### config.mk
export PLATFORM = sky130hd
export DESIGN_NAME = scau_top
export DESIGN_NICKNAME = d
export VERILOG_FILES = /design/src/pkg/scau_pkg.sv /design/src/hw/scau_top.sv /design/src/hw/scau_shifter.sv
export VERILOG_INCLUDE_DIRS = /design/src /design/src/pkg
export SDC_FILE = /design/constraint.sdc
export NUM_CORES = 1
export LEC_CHECK = 0
export BUFFER_PORTS_ARGS = -buffer_cell sky130_fd_sc_hd__buf_2
export CAP_MARGIN = 0
export CELL_PAD_IN_SITES_DETAIL_PLACEMENT = 2
export CELL_PAD_IN_SITES_GLOBAL_PLACEMENT = 2
export CORE_MARGIN = 5
export CORE_UTILIZATION = 36
export CTS_CLUSTER_SIZE = 8
export DETAILED_ROUTE_END_ITERATION = 10
export PLACE_DENSITY = 0.91
export SYNTH_ARGS = -nofsm -noshare
export SYNTH_HDL_FRONTEND = slang
export SYNTH_SLANG_ARGS = --single-unit
### constraint.sdc
create_clock -name sys_clk -period 5.82 [get_ports sys_clk]
set_clock_uncertainty 0.05 [all_clocks]
set_input_delay 0.582 -clock sys_clk [delete_from_list [all_inputs] [get_ports sys_clk]]
set_output_delay 0.582 -clock sys_clk [all_outputs]
set_load 0.03 [all_outputs]
### src/pkg/scau_defines.svh
`ifndef SCAU_DEFINES_SVH
`define SCAU_DEFINES_SVH

`define SCAU_WORD_LEN       8'h20
`define SCAU_PC_OFFSET      32'h0000_0004
`define SCAU_STATE_BIT_POS  0
`define SCAU_HALF_ALIGN_POS 0
`define SCAU_WORD_ALIGN_MSB 1
`define SCAU_RESULT_RST     32'h0000_0000
`define SCAU_PC_RST         32'h0000_0000
`define SCAU_LINK_RST       32'h0000_0001
`define SCAU_CARRY_RST      1'h0

`endif

### src/pkg/scau_pkg.sv
package scau_pkg;

  typedef enum logic [1:0] {
    op_arith_shift_right = 2'h0,
    op_logic_shift_right = 2'h1,
    op_logic_shift_left  = 2'h2,
    op_rotate_right      = 2'h3
  } scau_shift_op_type;

  typedef enum logic [1:0] {
    size_byte  = 2'h0,
    size_half  = 2'h1,
    size_word  = 2'h2,
    size_multi = 2'h3
  } scau_access_size_type;

endpackage

### src/hw/scau_top.sv
`timescale 1ns/1ps
`include "scau_defines.svh"

// Notes on behaviour
// - Zero shift length passes the operand unchanged and leaves carry alone.
// - Arithmetic right shift moves bits down and fills the top with the sign.
// - Flag-setting arithmetic right shift loads carry from bit n-1.
// - Arithmetic right by 32 or more gives all sign bits; carry takes bit 31.
// - Logical right shift zero-fills the top; flag form loads carry from bit n-1.
// - Logical shifts of 32 or more give zero; lengths above 32 clear carry.
// - Logical left shift zero-fills the bottom; flag form loads carry from bit 32-n.
// - Rotate right wraps low bits to the top; flag form loads carry from bit n-1.
// - Rotate right by 32 returns the operand; carry takes bit 31.
// - Rotate right above 32 equals rotate by the length minus 32.
// - Words need word alignment, halfwords halfword alignment, bytes always fit.
// - Unaligned accesses are never performed and raise a hard fault instead.
// - The program counter read as an operand is current address plus four.
// - A branch with link writes the link value with bit 0 forced to one.

module scau_top (
  input  wire logic                           sys_clk,
  input  wire logic                           rst,
  input  wire logic                           exec_valid,
  input  wire scau_pkg::scau_shift_op_type    shift_op,
  input  wire logic                           shift_flagset,
  input  wire logic [7:0]                     shift_len,
  input  wire logic [31:0]                    source_operand_reg,
  input  wire logic                           carry_in,
  input  wire logic                           mem_req,
  input  wire scau_pkg::scau_access_size_type mem_size,
  input  wire logic [31:0]                    mem_addr,
  input  wire logic [31:0]                    instr_addr,
  input  wire logic                           link_req,
  input  wire logic [31:0]                    return_addr,
  output logic [31:0]                         shift_result,
  output logic                                shift_done,
  output logic                                carry_update,
  output logic                                carry_value,
  output logic                                mem_grant,
  output logic                                hard_fault_exception,
  output logic [31:0]                         pc_operand,
  output logic                                link_write,
  output logic [31:0]                         link_register
);
  import scau_pkg::*;

  logic [31:0] shift_out;
  logic        carry_out;

  scau_shifter u_shifter (
    .shift_op           (shift_op),
    .shift_len          (shift_len),
    .source_operand_reg (source_operand_reg),
    .carry_in           (carry_in),
    .shift_out          (shift_out),
    .carry_out          (carry_out)
  );

  wire        len_zero     = (shift_len == 8'h00);
  wire        next_cy_load = exec_valid && shift_flagset && !len_zero;
  wire        half_ok      = !mem_addr[`SCAU_HALF_ALIGN_POS];
  wire        word_ok      = (mem_addr[`SCAU_WORD_ALIGN_MSB:0] == 2'h0);
  // Multiple-word transfers share the word test; bytes can never be misplaced.
  wire        aligned      = (mem_size == size_byte) ? 1'h1
                           : (mem_size == size_half) ? half_ok : word_ok;
  wire        next_grant   = mem_req && aligned;
  wire        next_fault   = mem_req && !aligned;
  wire [31:0] next_pc      = instr_addr + `SCAU_PC_OFFSET;
  wire [31:0] next_link    = return_addr | (32'h0000_0001 << `SCAU_STATE_BIT_POS);

  // The shift settles in the execute cycle and is captured at its end.
  always_ff @(posedge sys_clk) begin
    if (rst) begin
      shift_result <= `SCAU_RESULT_RST;
      shift_done   <= 1'h0;
      carry_update <= 1'h0;
      carry_value  <= `SCAU_CARRY_RST;
    end else begin
      shift_done   <= exec_valid;
      carry_update <= next_cy_load;
      if (exec_valid) begin
        shift_result <= shift_out;
      end
      if (next_cy_load) begin
        carry_value <= carry_out;
      end
    end
  end

  always_ff @(posedge sys_clk) begin
    if (rst) begin
      mem_grant            <= 1'h0;
      hard_fault_exception <= 1'h0;
    end else begin
      mem_grant            <= next_grant;
      hard_fault_exception <= next_fault;
    end
  end

  always_ff @(posedge sys_clk) begin
    if (rst) begin
      pc_operand    <= `SCAU_PC_RST;
      link_write    <= 1'h0;
      link_register <= `SCAU_LINK_RST;
    end else begin
      link_write <= link_req;
      if (exec_valid) begin
        pc_operand <= next_pc;
      end
      if (link_req) begin
        link_register <= next_link;
      end
    end
  end

  // Helper wires for the checks below.
  wire [4:0] chk_dn   = 5'(shift_len[4:0] - 5'h01);
  wire [4:0] chk_up   = 5'(5'h00 - shift_len[4:0]);
  wire       chk_mid  = !len_zero && (shift_len < `SCAU_WORD_LEN);
  wire       chk_big  = (shift_len >= `SCAU_WORD_LEN);
  wire       chk_word = (shift_len == `SCAU_WORD_LEN);
  wire       is_asr   = (shift_op == op_arith_shift_right);
  wire       is_lsr   = (shift_op == op_logic_shift_right);
  wire       is_lsl   = (shift_op == op_logic_shift_left);
  wire       is_ror   = (shift_op == op_rotate_right);
endmodule

### src/hw/scau_shifter.sv
`timescale 1ns/1ps
`include "scau_defines.svh"

module scau_shifter (
  input  wire scau_pkg::scau_shift_op_type shift_op,
  input  wire logic [7:0]                  shift_len,
  input  wire logic [31:0]                 source_operand_reg,
  input  wire logic                        carry_in,
  output logic [31:0]                      shift_out,
  output logic                             carry_out
);
  import scau_pkg::*;

  wire        len_zero  = (shift_len == 8'h00);
  wire        len_big   = (shift_len >= `SCAU_WORD_LEN);
  wire        len_word  = (shift_len == `SCAU_WORD_LEN);
  wire [4:0]  len_low   = shift_len[4:0];
  wire [4:0]  idx_down  = 5'(len_low - 5'h01);
  wire [4:0]  idx_up    = 5'(5'h00 - len_low);
  wire [63:0] rot_full  = {source_operand_reg, source_operand_reg} >> len_low;

  wire [31:0] asr_res   = len_big ? {32{source_operand_reg[31]}}
                                  : 32'($signed(source_operand_reg) >>> len_low);
  wire        asr_cy    = len_big ? source_operand_reg[31] : source_operand_reg[idx_down];
  wire [31:0] lsr_res   = len_big ? 32'h0000_0000 : (source_operand_reg >> len_low);
  wire        lsr_cy    = len_word ? source_operand_reg[31]
                        : (len_big ? 1'h0 : source_operand_reg[idx_down]);
  wire [31:0] lsl_res   = len_big ? 32'h0000_0000 : (source_operand_reg << len_low);
  wire        lsl_cy    = len_word ? source_operand_reg[0]
                        : (len_big ? 1'h0 : source_operand_reg[idx_up]);
  // A length above 32 wraps by whole words, so only the low five bits matter.
  wire [31:0] ror_res   = rot_full[31:0];
  wire        ror_cy    = (len_low == 5'h00) ? source_operand_reg[31]
                                             : source_operand_reg[idx_down];

  always_comb begin
    shift_out = source_operand_reg;
    carry_out = carry_in;
    if (!len_zero) begin
      case (shift_op)
        op_arith_shift_right: begin
          shift_out = asr_res;
          carry_out = asr_cy;
        end
        op_logic_shift_right: begin
          shift_out = lsr_res;
          carry_out = lsr_cy;
        end
        op_logic_shift_left: begin
          shift_out = lsl_res;
          carry_out = lsl_cy;
        end
        op_rotate_right: begin
          shift_out = ror_res;
          carry_out = ror_cy;
        end
        default: begin
          shift_out = source_operand_reg;
          carry_out = carry_in;
        end
      endcase
    end
  end

endmodule

==> run_results.csv <==
group,metric,value,unit
setup_path,cp.required,6.03,ns
cts,cts_buffers,9,
floorplan,fp.coreArea,0.0297,mm²
timing,slew_violations,0,
cts,root_buffer,"clkbuf_16",
timing,fin_crit_sh,0.673,
route,routed_via_density,7.16,
logic_synthesis,ys.flop_type,"dfxtp_1",
cts,clock_latency,0.36,ns
route,final_antenna_net_count,0,
logic_synthesis,async_flop_share,0,
cells_and_area,drive_above_1_share,0.330,
global_routing,grt_pass1_vias,12900,
logic_synthesis,netlist_top_cells_count,"156 x nor2_1, 108 x mux4_2, 101 x dfxtp_1, 90 x mux2i_1, 84 x clkbuf_1",
timing,hold_viol,0,
placed_design,gp_congestion,1.07,
timing,worstMarginPinSlew,1.18,ns
timing,max_freq,255,MHz
logic_synthesis,yosysMostFrequentCell,"nor2_1",
cts,clock_path_buffers,2,
outcome,run_status,"completed",
logic_synthesis,synth_largest_area_cell,"mux4_2",
route,totalWireLength,55800,µm
route,first_iter_violations,1612,
setup_path,cp-start-kind,"input pin",
logic_synthesis,yosysWarnings,0,
global_routing,grtUsageTotal,0.316,
cts,cts_tree,"built",
cts,cts-resized-gates,0,
setup_path,arrival,4.12,ns
pwr,p_leak,0.00477,µW
timing,slew-limit-headroom,0.207,
global_routing,grt-ovfl-total,0,
floorplan,die_h,184,µm
timing,final.min_clock_period,3.91,ns
logic_synthesis,synth_seq_cells,101,
logic_synthesis,ys_seq_area_frac,0.186,
floorplan,die-area,0.0337,mm²
route,vias,12200,
placed_design,dp_cells,1685,
min_path,hold_class,"input pin to register",
route,first_pass_iters,6,
logic_synthesis,syn_area,0.0109,mm²
timing,tns,0,ns
cts,htreeDepth,3,
global_routing,grt_pass1_wl,82200,µm
global_routing,antenna_found_initial,1,
route,wl_per_cell,32.8,µm
global_routing,grt_max_degree,79,
cells_and_area,fin_nets,1456,
logic_synthesis,yosys-top-cells-area,"mux4_2 22%, dfxtp_1 19%, mux2i_1 8.3%, mux2_2 5.4%, nor2_1 5.4%",
setup_path,critical_path_class,"input pin to register",
pwr,ir_worst_vdd,96.8,µV
cts,cts_hold_buf,0,
route,drc,0,
pwr,powerDensity,201,mW/mm²
cells_and_area,diodes,0,
cts,post_cts_buffers,0,
floorplan,io_pins,249,
floorplan,rows,63,
floorplan,die_x,184,µm
run,max_cap_viol_count,0,
logic_synthesis,syn_avg_cell_area,9.00,µm²
logic_synthesis,ys_types,85,
cts,clk_pin_slew,0.08,ns
placed_design,io_buffer_count,215,
logic_synthesis,synth_top_cell_area_share,0.224,
logic_synthesis,synth_nets,1357,
floorplan,start_util,0.366,
timing,final-setup-viol-count,0,
cells_and_area,final_cells,1701,
cells_and_area,syn2layout_area_growth,12.1,%
logic_synthesis,syn_inst,1207,
timing,rsz0062_at_grt,"no",
setup_path,end_kind,"register",
logic_synthesis,synth-edff-count,0,
setup_path,cp_max_fo,37,
placed_design,dpl.hpwl,39200,µm
cts,clkSinkCount,101,
[metal layers]
| layer | wire length [µm] | track usage |
|---|---|---|
| met3 | 7140 | 0.0873 |
| met2 | 24900 | 0.501 |
| met1 | 19800 | 0.385 |
| met5 | 20 | 0 |
| met4 | 3920 | 0.189 |
[critical path, cell delays in order]
cell	delay [ns]
buf_4	0.48
inv_1	0.24
ha_1	0.74
mux4_2	0.59
mux4_2	0.48
mux2i_1	0.53
o221ai_1	0.25
o21a_1	0.23
[logic make-up (layout without fill, tap and decap cells)]
family          after synthesis  in the layout  synth area share
fa+ha+maj                     3              3           0.00346
flops                       101            101             0.186
other cells                   1              1          0.000345
simple gates                372            372             0.158
mux                         250            250             0.361
buf+inv                     162            266            0.0693
compound gates              292            292             0.201
xor+xnor                     26             26            0.0210
[area by class of cell]
class / instances / area, µm²
clock buffer: 10 / 229
multi-input combinational: 944 / 8090
timing repair buffer: 236 / 1250
tap: 390 / 488
clock inverter: 6 / 56.3
sequential: 101 / 2020
fill: 3290 / 17500
inverter: 14 / 52.6
[power breakdown]
| group | switching (µW) | internal (µW) | leakage (µW) |
|---|---|---|---|
| combinational | 697 | 378 | 0.00379 |
| sequential | 26.2 | 738 | 0.000836 |
| clock | 306 | 299 | 0.000140 |
| total | 1030 | 1410 | 0.00477 |
[stage by stage]
stage          total power [µW]  setup slack (ns)  utilization  hold WS (ns)  cell area, µm²
2_1_floorplan              1450              2.05            -         0.545           10900
3_3_place_gp               1750              1.80        0.400         0.406           11900
3_5_place_dp               1800              1.57        0.400         0.435           11900
4_1_cts                    2420              1.96        0.410         0.392           12200
5_1_grt                    2520              1.81        0.410         0.396           12200
6_report                   2440              1.91        0.410         0.405           12200
[state kept, by name (all words and copies together) (netlist names)]
name and cells:
link_write 1, hard_fault_exception 1, pc_operand 32, carry_value 1, link_register 31, shift_done 1
mem_grant 1, carry_update 1, shift_result 32
[cell usage in the layout, fill, tap and decap left out, types with 12 or more instances in the layout]
master	n
dfxtp_1	101
mux4_2	108
o31ai_1	12
a211oi_1	51
mux2i_1	90
nand2_1	80
buf_4	26
nand4_1	12
a311oi_1	12
nand3_1	27
a21oi_1	36
nor2_1	156
buf_2	210
mux2_2	52
o21ai_0	34
o221ai_1	14
o22ai_1	16
xor2_1	17
nor3_1	24
a221oi_1	14
[final timing paths]
check	startpoint	to	slack (ns)	cells past startpoint
setup reg to reg	carry_value	carry_value	4.70	4
hold reg to reg	shift_result[19]	shift_result[19]	0.43	2
hold / removal	instr_addr[2]	pc_operand[2]	0.40	2
setup / recovery	shift_len[1]	carry_value	1.91	8
Power figures use the tool's default switching activity.
